File: config.mk
export PLATFORM = sky130hd
export DESIGN_NAME = sdc_engine
export DESIGN_NICKNAME = d
export VERILOG_FILES = /design/src/sdc_pkg.sv /design/src/sdc_range_chk.sv /design/src/sdc_engine.sv
export SDC_FILE = /design/constraint.sdc
export NUM_CORES = 1
export LEC_CHECK = 0
export BUFFER_PORTS_ARGS = -buffer_cell sky130_fd_sc_hd__buf_2
export CAP_MARGIN = 20
export CORE_MARGIN = 10
export CORE_UTILIZATION = 50
export CTS_CLUSTER_SIZE = 40
export DETAILED_ROUTE_END_ITERATION = 10
export GPL_ROUTABILITY_DRIVEN = 0
export GPL_TIMING_DRIVEN = 0
export PLACE_DENSITY_LB_ADDON = 0.3
export RECOVER_POWER = 50
export SYNTH_ARGS = -nofsm -noshare
export SYNTH_HDL_FRONTEND = slang
export SYNTH_HIERARCHICAL = 1
export SYNTH_SLANG_ARGS = --single-unit
export TNS_END_PERCENT = 30
File: constraint.sdc
create_clock -name sys_clk_i -period 11.65 [get_ports sys_clk_i]
set_clock_uncertainty 0.2 [all_clocks]
set_input_delay 2.9125 -clock sys_clk_i [delete_from_list [all_inputs] [get_ports sys_clk_i]]
set_output_delay 2.9125 -clock sys_clk_i [all_outputs]
set_load 0.05 [all_outputs]
File: src/sdc_pkg.sv
package sdc_pkg;

   // ----------------------------------------------------------------
   // frame layout
   // ----------------------------------------------------------------
   localparam int          FRAME_BYTES = 16;
   localparam int          FRAME_BITS  = 8 * FRAME_BYTES;
   localparam logic [3:0]  LAST_IDX    = 4'hf;
   localparam int          F_CMD0      = 127;
   localparam int          F_CMD1      = 119;
   localparam int          F_ADDR      = 111;
   localparam int          F_SIZE      = 79;
   localparam int          F_CNT       = 71;
   localparam int          F_DATA      = 39;
   localparam int          F_KIND      = 7;

   // ----------------------------------------------------------------
   // command, size and file kind codes
   // ----------------------------------------------------------------
   localparam logic [7:0]  CMD_WRITE_MEM  = 8'h02;
   localparam logic [7:0]  CMD_WRITE_FILE = 8'h04;
   localparam logic [7:0]  CMD_REENUM     = 8'h06;
   localparam logic [7:0]  SIZE_BYTE      = 8'h08;
   localparam logic [7:0]  SIZE_HALF      = 8'h10;
   localparam logic [7:0]  SIZE_WORD      = 8'h20;
   localparam logic [1:0]  ACC_BYTE       = 2'h0;
   localparam logic [1:0]  ACC_HALF       = 2'h1;
   localparam logic [1:0]  ACC_WORD       = 2'h2;
   localparam logic [7:0]  KIND_APP       = 8'haa;
   localparam logic [7:0]  KIND_SIG       = 8'hcc;
   localparam logic [7:0]  KIND_CFG       = 8'hee;

   // ----------------------------------------------------------------
   // response words and response byte counts
   // ----------------------------------------------------------------
   localparam logic [31:0] ACK_PROD       = 32'h12343412;
   localparam logic [31:0] ACK_OPEN       = 32'h56787856;
   localparam logic [31:0] WR_DONE        = 32'h128a8a12;
   localparam logic [31:0] ST_OK          = 32'hf0f0f0f0;
   localparam logic [31:0] ST_AUTH_FAIL   = 32'h33333333;
   localparam logic [4:0]  TX_WORD        = 5'h04;
   localparam logic [4:0]  TX_TWO_WORDS   = 5'h08;
   localparam logic [4:0]  TX_FOUR_WORDS  = 5'h10;

   // ----------------------------------------------------------------
   // permitted configuration-data windows under production security
   // ----------------------------------------------------------------
   localparam int              N_RANGE  = 2;
   localparam logic [1:0][31:0] RANGE_LO = {32'h20000000, 32'h10000000};
   localparam logic [1:0][31:0] RANGE_HI = {32'h2000ffff, 32'h1000ffff};

   typedef enum logic [2:0] {
      SDC_RECV, SDC_EXEC, SDC_RESP, SDC_STREAM, SDC_AUTH, SDC_RUN
   } sdc_state_t;

endpackage : sdc_pkg

File: src/sdc_range_chk.sv
`timescale 1ns/100ps
module sdc_range_chk #(
   parameter int NR = sdc_pkg::N_RANGE
) (
   // span to check
   input  wire logic [31:0] first_i,
   input  wire logic [31:0] last_i,
   // result
   output logic             ok_o
);
   import sdc_pkg::*;

   logic [NR-1:0] hit;

   if (NR < 1 || NR > N_RANGE) begin : g_bad_nr
      $error("sdc_range_chk: bad NR");
   end

   // a span passes only when it sits inside one window whole
   for (genvar g = 0; g < NR; g++) begin : g_win
      assign hit[g] = (first_i >= RANGE_LO[g]) && (last_i <= RANGE_HI[g])
                      && (first_i <= last_i);
   end

   assign ok_o = |hit;

endmodule : sdc_range_chk

File: src/sdc_engine.sv
`timescale 1ns/100ps
// Summary of operation
// - Frame with code 0x02 twice writes a byte, half-word or word.
// - Target address is four bytes, most significant byte first.
// - Size 0x08 byte, 0x10 half, 0x20 word; others fail.
// - Data arrives MSB first; byte uses D[0], half uses D[1:0].
// - Acknowledge 12 34 34 12 in production, else 56 78 78 56.
// - Production security refuses addresses outside config windows.
// - Re-enumerate resets USB link with the frame's serial number.
// - File write brings address and count; count bytes then follow.
// - File kind 0xAA application, 0xCC signature, 0xEE config data.
// - Unknown file kind is stored but leaves the three pointers.
// - After an application file the next frame completes download.
// - Completion authenticates when needed, then starts the application.
// - Production authentication failure resumes commands with fail status.
// - Each stage but completion is command then response; only file write streams.
// - A status response sends the status word four times.
module sdc_engine (
   // clock and reset
   input  wire logic        sys_clk_i,
   input  wire logic        rst_i,
   // security level, from fuse logic on this clock
   input  wire logic        prod_sec_i,
   // received bytes from the link
   input  wire logic [7:0]  rx_byte_i,
   input  wire logic        rx_valid_i,
   output logic             rx_ready_o,
   // bytes to the link
   output logic [7:0]       tx_byte_o,
   output logic             tx_valid_o,
   input  wire logic        tx_ready_i,
   // memory write port
   output logic             mem_wr_o,
   output logic [31:0]      mem_addr_o,
   output logic [31:0]      mem_data_o,
   output logic [1:0]       mem_size_o,
   // usb re-enumeration
   output logic             reenum_o,
   output logic [31:0]      enum_serial_number_o,
   // stored file pointers
   output logic [31:0]      image_ptr_o,
   output logic [31:0]      signature_cmd_file_o,
   output logic [31:0]      config_data_file_o,
   // authentication and handoff
   output logic             auth_start_o,
   input  wire logic        auth_done_i,
   input  wire logic        auth_ok_i,
   output logic             exec_o,
   output logic [31:0]      exec_addr_o
);
   import sdc_pkg::*;

   // ----------------------------------------------------------------
   // state
   // ----------------------------------------------------------------
   typedef struct packed {
      sdc_state_t            state;
      logic [3:0]            idx;
      logic [FRAME_BITS-1:0] frame;
      logic [31:0]           wptr;
      logic [31:0]           rem;
      logic                  stream_ok;
      logic                  after_stream;
      logic                  app_pending;
      logic [127:0]          tx_buf;
      logic [4:0]            tx_left;
      logic                  tx_valid;
      logic                  rx_ready;
      logic [31:0]           status_word;
      logic                  mem_wr;
      logic [31:0]           mem_addr;
      logic [31:0]           mem_data;
      logic [1:0]            mem_size;
      logic                  reenum;
      logic [31:0]           serial;
      logic [31:0]           img_ptr;
      logic [31:0]           sig_ptr;
      logic [31:0]           cfg_ptr;
      logic                  auth_start;
      logic                  exec;
   } sdc_regs_t;

   sdc_regs_t r;
   sdc_regs_t next_r;
   // ----------------------------------------------------------------
   // helpers
   // ----------------------------------------------------------------
   function automatic logic size_ok(input logic [7:0] s);
      return (s == SIZE_BYTE) || (s == SIZE_HALF) || (s == SIZE_WORD);
   endfunction : size_ok
   function automatic logic [1:0] size_enc(input logic [7:0] s);
      unique case (s)
         SIZE_BYTE: return ACC_BYTE;
         SIZE_HALF: return ACC_HALF;
         default:   return ACC_WORD;
      endcase
   endfunction : size_enc
   logic [7:0]  cmd0;
   logic [7:0]  cmd1;
   logic [31:0] f_addr;
   logic [7:0]  f_size;
   logic [31:0] f_cnt;
   logic [31:0] f_data;
   logic [7:0]  f_kind;
   logic [31:0] span_last;
   logic        rng_ok;
   logic        addr_ok;
   logic [31:0] ack_word;
   logic        is_wmem;
   logic        is_wfile;
   logic        is_reenum;
   logic        kind_known;
   assign cmd0   = r.frame[F_CMD0 -: 8];
   assign cmd1   = r.frame[F_CMD1 -: 8];
   assign f_addr = r.frame[F_ADDR -: 32];
   assign f_size = r.frame[F_SIZE -: 8];
   assign f_cnt  = r.frame[F_CNT -: 32];
   assign f_data = r.frame[F_DATA -: 32];
   assign f_kind = r.frame[F_KIND -: 8];
   assign is_wmem    = (cmd0 == CMD_WRITE_MEM) && (cmd1 == CMD_WRITE_MEM);
   assign is_wfile   = (cmd0 == CMD_WRITE_FILE) && (cmd1 == CMD_WRITE_FILE);
   assign is_reenum  = (cmd0 == CMD_REENUM) && (cmd1 == CMD_REENUM);
   assign kind_known = (f_kind == KIND_APP) || (f_kind == KIND_SIG)
                       || (f_kind == KIND_CFG);
   assign ack_word   = prod_sec_i ? ACK_PROD : ACK_OPEN;
   // last byte touched by the pending write
   always_comb begin
      if (is_wfile) begin
         span_last = (f_cnt == 32'h0) ? f_addr : f_addr + f_cnt - 32'h1;
      end else begin
         unique case (f_size)
            SIZE_HALF: span_last = f_addr + 32'h1;
            SIZE_WORD: span_last = f_addr + 32'h3;
            default:   span_last = f_addr;
         endcase
      end
   end

   sdc_range_chk #(
      .NR       (N_RANGE)
   ) u_range (
      .first_i  (f_addr),
      .last_i   (span_last),
      .ok_o     (rng_ok)
   );
   assign addr_ok = !prod_sec_i || rng_ok;
   // ----------------------------------------------------------------
   // next state
   // ----------------------------------------------------------------
   always_comb begin
      next_r            = r;
      next_r.mem_wr     = 1'b0;
      next_r.reenum     = 1'b0;
      next_r.auth_start = 1'b0;
      next_r.exec       = 1'b0;
      unique case (r.state)
         SDC_RECV: begin
            if (rx_valid_i && r.rx_ready) begin
               next_r.frame = {r.frame[FRAME_BITS-9:0], rx_byte_i};
               next_r.idx   = r.idx + 4'h1;
               if (r.idx == LAST_IDX) begin
                  next_r.state = SDC_EXEC;
               end
            end
         end
         SDC_EXEC: begin
            next_r.state = SDC_RECV;
            if (r.app_pending) begin
               next_r.app_pending = 1'b0;
               if (prod_sec_i) begin
                  next_r.auth_start = 1'b1;
                  next_r.state      = SDC_AUTH;
               end else begin
                  next_r.exec  = 1'b1;
                  next_r.state = SDC_RUN;
               end
            end else if (is_wmem) begin
               next_r.tx_buf  = {ack_word, WR_DONE, 64'h0};
               next_r.tx_left = TX_WORD;
               next_r.state   = SDC_RESP;
               if (size_ok(f_size) && addr_ok) begin
                  next_r.tx_left  = TX_TWO_WORDS;
                  next_r.mem_wr   = 1'b1;
                  next_r.mem_addr = f_addr;
                  next_r.mem_size = size_enc(f_size);
                  unique case (f_size)
                     SIZE_BYTE: next_r.mem_data = {24'h0, f_data[7:0]};
                     SIZE_HALF: next_r.mem_data = {16'h0, f_data[15:0]};
                     default:   next_r.mem_data = f_data;
                  endcase
               end
            end else if (is_reenum) begin
               next_r.reenum  = 1'b1;
               next_r.serial  = f_addr;
               next_r.tx_buf  = {4{r.status_word}};
               next_r.tx_left = TX_FOUR_WORDS;
               next_r.state   = SDC_RESP;
            end else if (is_wfile) begin
               next_r.tx_buf       = {ack_word, 96'h0};
               next_r.tx_left      = TX_WORD;
               next_r.state        = SDC_RESP;
               next_r.wptr         = f_addr;
               next_r.rem          = f_cnt;
               next_r.stream_ok    = addr_ok;
               next_r.after_stream = (f_cnt != 32'h0);
               if (addr_ok && kind_known) begin
                  unique case (f_kind)
                     KIND_APP: next_r.img_ptr = f_addr;
                     KIND_SIG: next_r.sig_ptr = f_addr;
                     default:  next_r.cfg_ptr = f_addr;
                  endcase
                  next_r.app_pending = (f_kind == KIND_APP);
               end
            end
         end
         SDC_RESP: begin
            if (tx_ready_i && r.tx_valid) begin
               next_r.tx_buf  = {r.tx_buf[119:0], 8'h0};
               next_r.tx_left = r.tx_left - 5'h1;
               if (r.tx_left == 5'h1) begin
                  next_r.state        = r.after_stream ? SDC_STREAM
                                                       : SDC_RECV;
                  next_r.after_stream = 1'b0;
               end
            end
         end
         SDC_STREAM: begin
            if (rx_valid_i && r.rx_ready) begin
               next_r.mem_wr   = r.stream_ok;
               next_r.mem_addr = r.wptr;
               next_r.mem_data = {24'h0, rx_byte_i};
               next_r.mem_size = ACC_BYTE;
               next_r.wptr     = r.wptr + 32'h1;
               next_r.rem      = r.rem - 32'h1;
               if (r.rem == 32'h1) begin
                  next_r.state = SDC_RECV;
               end
            end
         end
         SDC_AUTH: begin
            if (auth_done_i) begin
               if (auth_ok_i) begin
                  next_r.exec  = 1'b1;
                  next_r.state = SDC_RUN;
               end else begin
                  next_r.status_word = ST_AUTH_FAIL;
                  next_r.state       = SDC_RECV;
               end
            end
         end
         SDC_RUN: begin
            next_r.state = SDC_RUN;
         end
      endcase
      next_r.rx_ready = (next_r.state == SDC_RECV)
                        || (next_r.state == SDC_STREAM);
      next_r.tx_valid = (next_r.state == SDC_RESP);
   end

   always_ff @(posedge sys_clk_i) begin
      if (rst_i) begin
         r             <= '0;
         r.status_word <= ST_OK;
         r.rx_ready    <= 1'b1;
      end else begin
         r <= next_r;
      end
   end

   // ----------------------------------------------------------------
   // outputs
   // ----------------------------------------------------------------
   assign rx_ready_o           = r.rx_ready;
   assign tx_byte_o            = r.tx_buf[127:120];
   assign tx_valid_o           = r.tx_valid;
   assign mem_wr_o             = r.mem_wr;
   assign mem_addr_o           = r.mem_addr;
   assign mem_data_o           = r.mem_data;
   assign mem_size_o           = r.mem_size;
   assign reenum_o             = r.reenum;
   assign enum_serial_number_o = r.serial;
   assign image_ptr_o          = r.img_ptr;
   assign signature_cmd_file_o = r.sig_ptr;
   assign config_data_file_o   = r.cfg_ptr;
   assign auth_start_o         = r.auth_start;
   assign exec_o               = r.exec;
   assign exec_addr_o          = r.img_ptr;
endmodule : sdc_engine

==> impl_metrics.tcl <==
set metrics [dict create \
    status "finished with violations" \
    violations "design-rule violations" \
    grt_use_met1 0.357 \
    hold_viol 0 \
    cts_sinks 491 \
    path_max_fanout 10 \
    pwr-share-seq 0.471 \
    grt_max_degree 15 \
    synth-edff-count 0 \
    io_pins 255 \
    insertion_delay_ps 620 \
    cts_tree "built" \
    post_drt_wl_per_cell_um 20.7 \
    synth_cells 3463 \
    ant_nets 0 \
    max_cap_violations 0 \
    pwr-share-comb 0.023 \
    stdcell_count 4494 \
    cts-root-buf "clkbuf_16" \
    detail_route.first_pass.iterations 9 \
    period_minus_slack_ps 8870 \
    yosys.area.top_type "dfxtp_1" \
    antenna_found_initial 5 \
    final_area_mm2 0.0296 \
    ys_top_cells_by_area "dfxtp_1 (38%), nand2_1 (10%), a21oi_1 (9.6%)" \
    design.die.area_mm2 0.0613 \
    grt_pass1_wl_um 139000 \
    hpwl_um 67800 \
    power_density_mw_per_mm2 121 \
    wirelength_um 93200 \
    clock.fmax_ghz 0.113 \
    holdCritStartpoint "signature_cmd_file_o[15]$_SDFFE_PP0P_" \
    cp_common_cell "inv_1" \
    timing_max_transition_violations_final 0 \
    synth_top_area_share 0.379 \
    finalHoldWorstSlack_ps 251 \
    power.leakage_uw 0.0109 \
    overflow 0 \
    ir_drop_mv 0.108 \
    grt_util_met2 0.444 \
    dpl-instance-area_mm2 0.0280 \
    critPathLaunch "f_addr[0]$_SDFFE_PP0P_" \
    drive_gt1_frac 0.111 \
    synthToLayoutAreaGrowth_pct 14.3 \
    power.switching_uw 791 \
    busiest_layer "met2" \
    start_kind "flop" \
    dieWidth_um 248 \
    dr_total_vias 26200 \
    grt_pass1_vias 24000 \
    worst-path-buf-inv 7 \
    syn_nets 3580 \
    ys_seq_elements 491 \
    max_slew_margin 0.211 \
    synth_ff_type "dfxtp_1" \
    nNetsFinal 3887 \
    yosysWarnings 6 \
    htreeDepth 2 \
    async_reset_ff_frac 0 \
    swShare 0.221 \
    cts_buffers 52 \
    setup_viol 0 \
    fin_crit_sh 0.761 \
    path_class "reg -> reg" \
    crit_path_end_kind "flop" \
    cts_buffer_depth 3 \
    die_h_um 248 \
    io_buffers 253 \
    met3_usage 0.0684 \
    critPathRequiredTime_ps 11990 \
    hp-class "reg -> reg" \
    internal_power_uw 2790 \
    vias_per_cell 5.83 \
    cp_slowest_stage_delay_ps 690 \
    drtIter0Drc 3202 \
    rsz0062_at_grt "no" \
    synth_cell_types 85 \
    cts_resized 0 \
    syn-cell-area_mm2 0.0259 \
    post-cts-setup-buffers 0 \
    fin_tns_setup_ps 0 \
    critPathArrivalTime_ps 9210 \
    crit_family "simple AND/OR/NAND/NOR gates" \
    drc 2 \
    rows 83 \
    clkPwrFrac 0.507 \
    yosysSeqAreaShare 0.379 \
    grt_use_total 0.289 \
    reg2reg_from "f_addr[0]$_SDFFE_PP0P_" \
    tightestPinTransition_ps 1170 \
    start_util 0.505 \
    synth.avg_cell_area_um2 7.48 \
    hold_buffers 0 \
    clk_pin_slew_ps 60 \
    crit_slowest_cell "clkbuf_1" \
    design.core.area_mm2 0.0513 \
    dp_cells 4396 \
]
[per-layer routing]
metal  part of all wire  vias up  routed length, µm
met5            0.00024        -                 22
met4              0.070        4               6570
met3               0.11      351              10400
met2               0.43     1494              40300
met1               0.39    12100              35900
li1                   -    12200                  -
[flip-flops by register name (all words and copies together) (netlist names)]
| register | count |
|---|---|
| signature_cmd_file_o | 32 |
| cmd0 | 8 |
| rx_ready_o | 1 |
| enum_serial_number_o | 32 |
| auth_start_o | 1 |
| f_data | 32 |
| mem_size_o | 2 |
| f_kind | 8 |
| cmd1 | 8 |
| f_cnt | 32 |
| mem_data_o | 32 |
| r | 155 |
| f_size | 8 |
| mem_addr_o | 32 |
| tx_valid_o | 1 |
| tx_byte_o | 8 |
| config_data_file_o | 32 |
| f_addr | 32 |
| exec_o | 1 |
| reenum_o | 1 |
| mem_wr_o | 1 |
| exec_addr_o | 32 |
[kinds of logic (layout without fill, tap and decap cells)]
kind of cell | count (synthesis) | in the layout | synth area share
buffers and inverters | 654 | 1002 | 0.131
AOI/OAI and AO/OA | 894 | 894 | 0.205
muxes | 6 | 6 | 0.00246
adders and majority gates | 102 | 102 | 0.0499
DFF | 491 | 491 | 0.379
xor gates and xnor gates | 32 | 32 | 0.0108
other | 0 | 3 | 0
and+or+nand+nor | 1284 | 1284 | 0.221
[cell usage after synthesis, types with 6 or more instances]
cell type / n
nand2_1: 708
a21oi_1: 496
dfxtp_1: 491
buf_4: 238
nor2_1: 203
clkbuf_1: 194
inv_1: 176
o21ai_0: 111
ha_1: 100
nor3_1: 91
nand3_1: 86
a22oi_1: 74
a211oi_1: 41
a31oi_1: 33
nand4_1: 33
nor4_1: 32
buf_2: 31
and3_1: 28
a21o_1: 22
a221oi_1: 20
xnor2_1: 18
and2_1: 16
nand2b_1: 14
xor2_1: 14
o211ai_1: 12
nor2b_1: 11
or3_1: 11
buf_1: 10
a32o_1: 9
nor4_2: 9
o31ai_1: 9
o21a_1: 8
and4_1: 6
nand3b_1: 6
o22ai_1: 6
[through the flow]
| step | util | total power, µW | worst slack [ps] |
|---|---|---|---|
| after CTS | 0.583 | 3590 | 3180 |
| after global placement | 0.546 | 1800 | 3330 |
| after detailed placement | 0.546 | 1800 | 3250 |
| after global routing | 0.577 | 3670 | 2550 |
| after floorplan | - | 1770 | 5800 |
| final | 0.577 | 3580 | 2780 |
[worst register-to-register path: cells and delay by family (launching register included)]
kind	cells	cell delay [ps]
buffers and inverters	7	2210
DFF	1	530
and+or+nand+nor	11	2480
adders and majority gates	4	1180
AOI/OAI and AO/OA	8	2200
[layout make-up]
cell class	instances	area [µm²]
Fill cell	4986	21700
Multi-Input combinational cell	2318	12700
Sequential cell	491	9830
Buffer	478	2750
Clock buffer	70	1450
Timing Repair Buffer	253	976
Tap cell	680	851
Inverter	176	661
Clock inverter	25	417
Antenna cell	3	7.51
[layout by cell type (no fill, tap or decap), types with 20 or more instances in the layout]
cell,count
inv_1,176
a211oi_1,41
ha_1,100
nor3_1,91
a21oi_1,496
a21o_1,22
clkbuf_1,437
nand3_1,86
dfxtp_1,491
clkbuf_16,52
nor4_1,32
buf_4,238
buf_2,52
a22oi_1,74
and3_1,28
nor2_1,203
a221oi_1,20
a31oi_1,33
nand2_1,708
nand4_1,33
o21ai_0,111
[power groups by stage]
stage               Sequential [µW]  Combinational [µW]  Clock, µW
floorplan                      1720                43.5          0
detailed placement             1720                77.5          0
global placement               1720                77.1          0
CTS                            1690                77.7       1830
finish                         1690                80.6       1820
global route                   1690                84.2       1900
[final timing paths]
kind | cells after the start | to | slack [ps]
worst max-delay path | 30 | exec_addr_o[11]$_SDFFE_PP0P_ | 2780
worst min-delay path | 2 | signature_cmd_file_o[15]$_SDFFE_PP0P_ | 250
worst max register to register | 30 | exec_addr_o[11]$_SDFFE_PP0P_ | 2780
worst min register to register | 2 | signature_cmd_file_o[15]$_SDFFE_PP0P_ | 250
(Power assumes the default switching activity.)
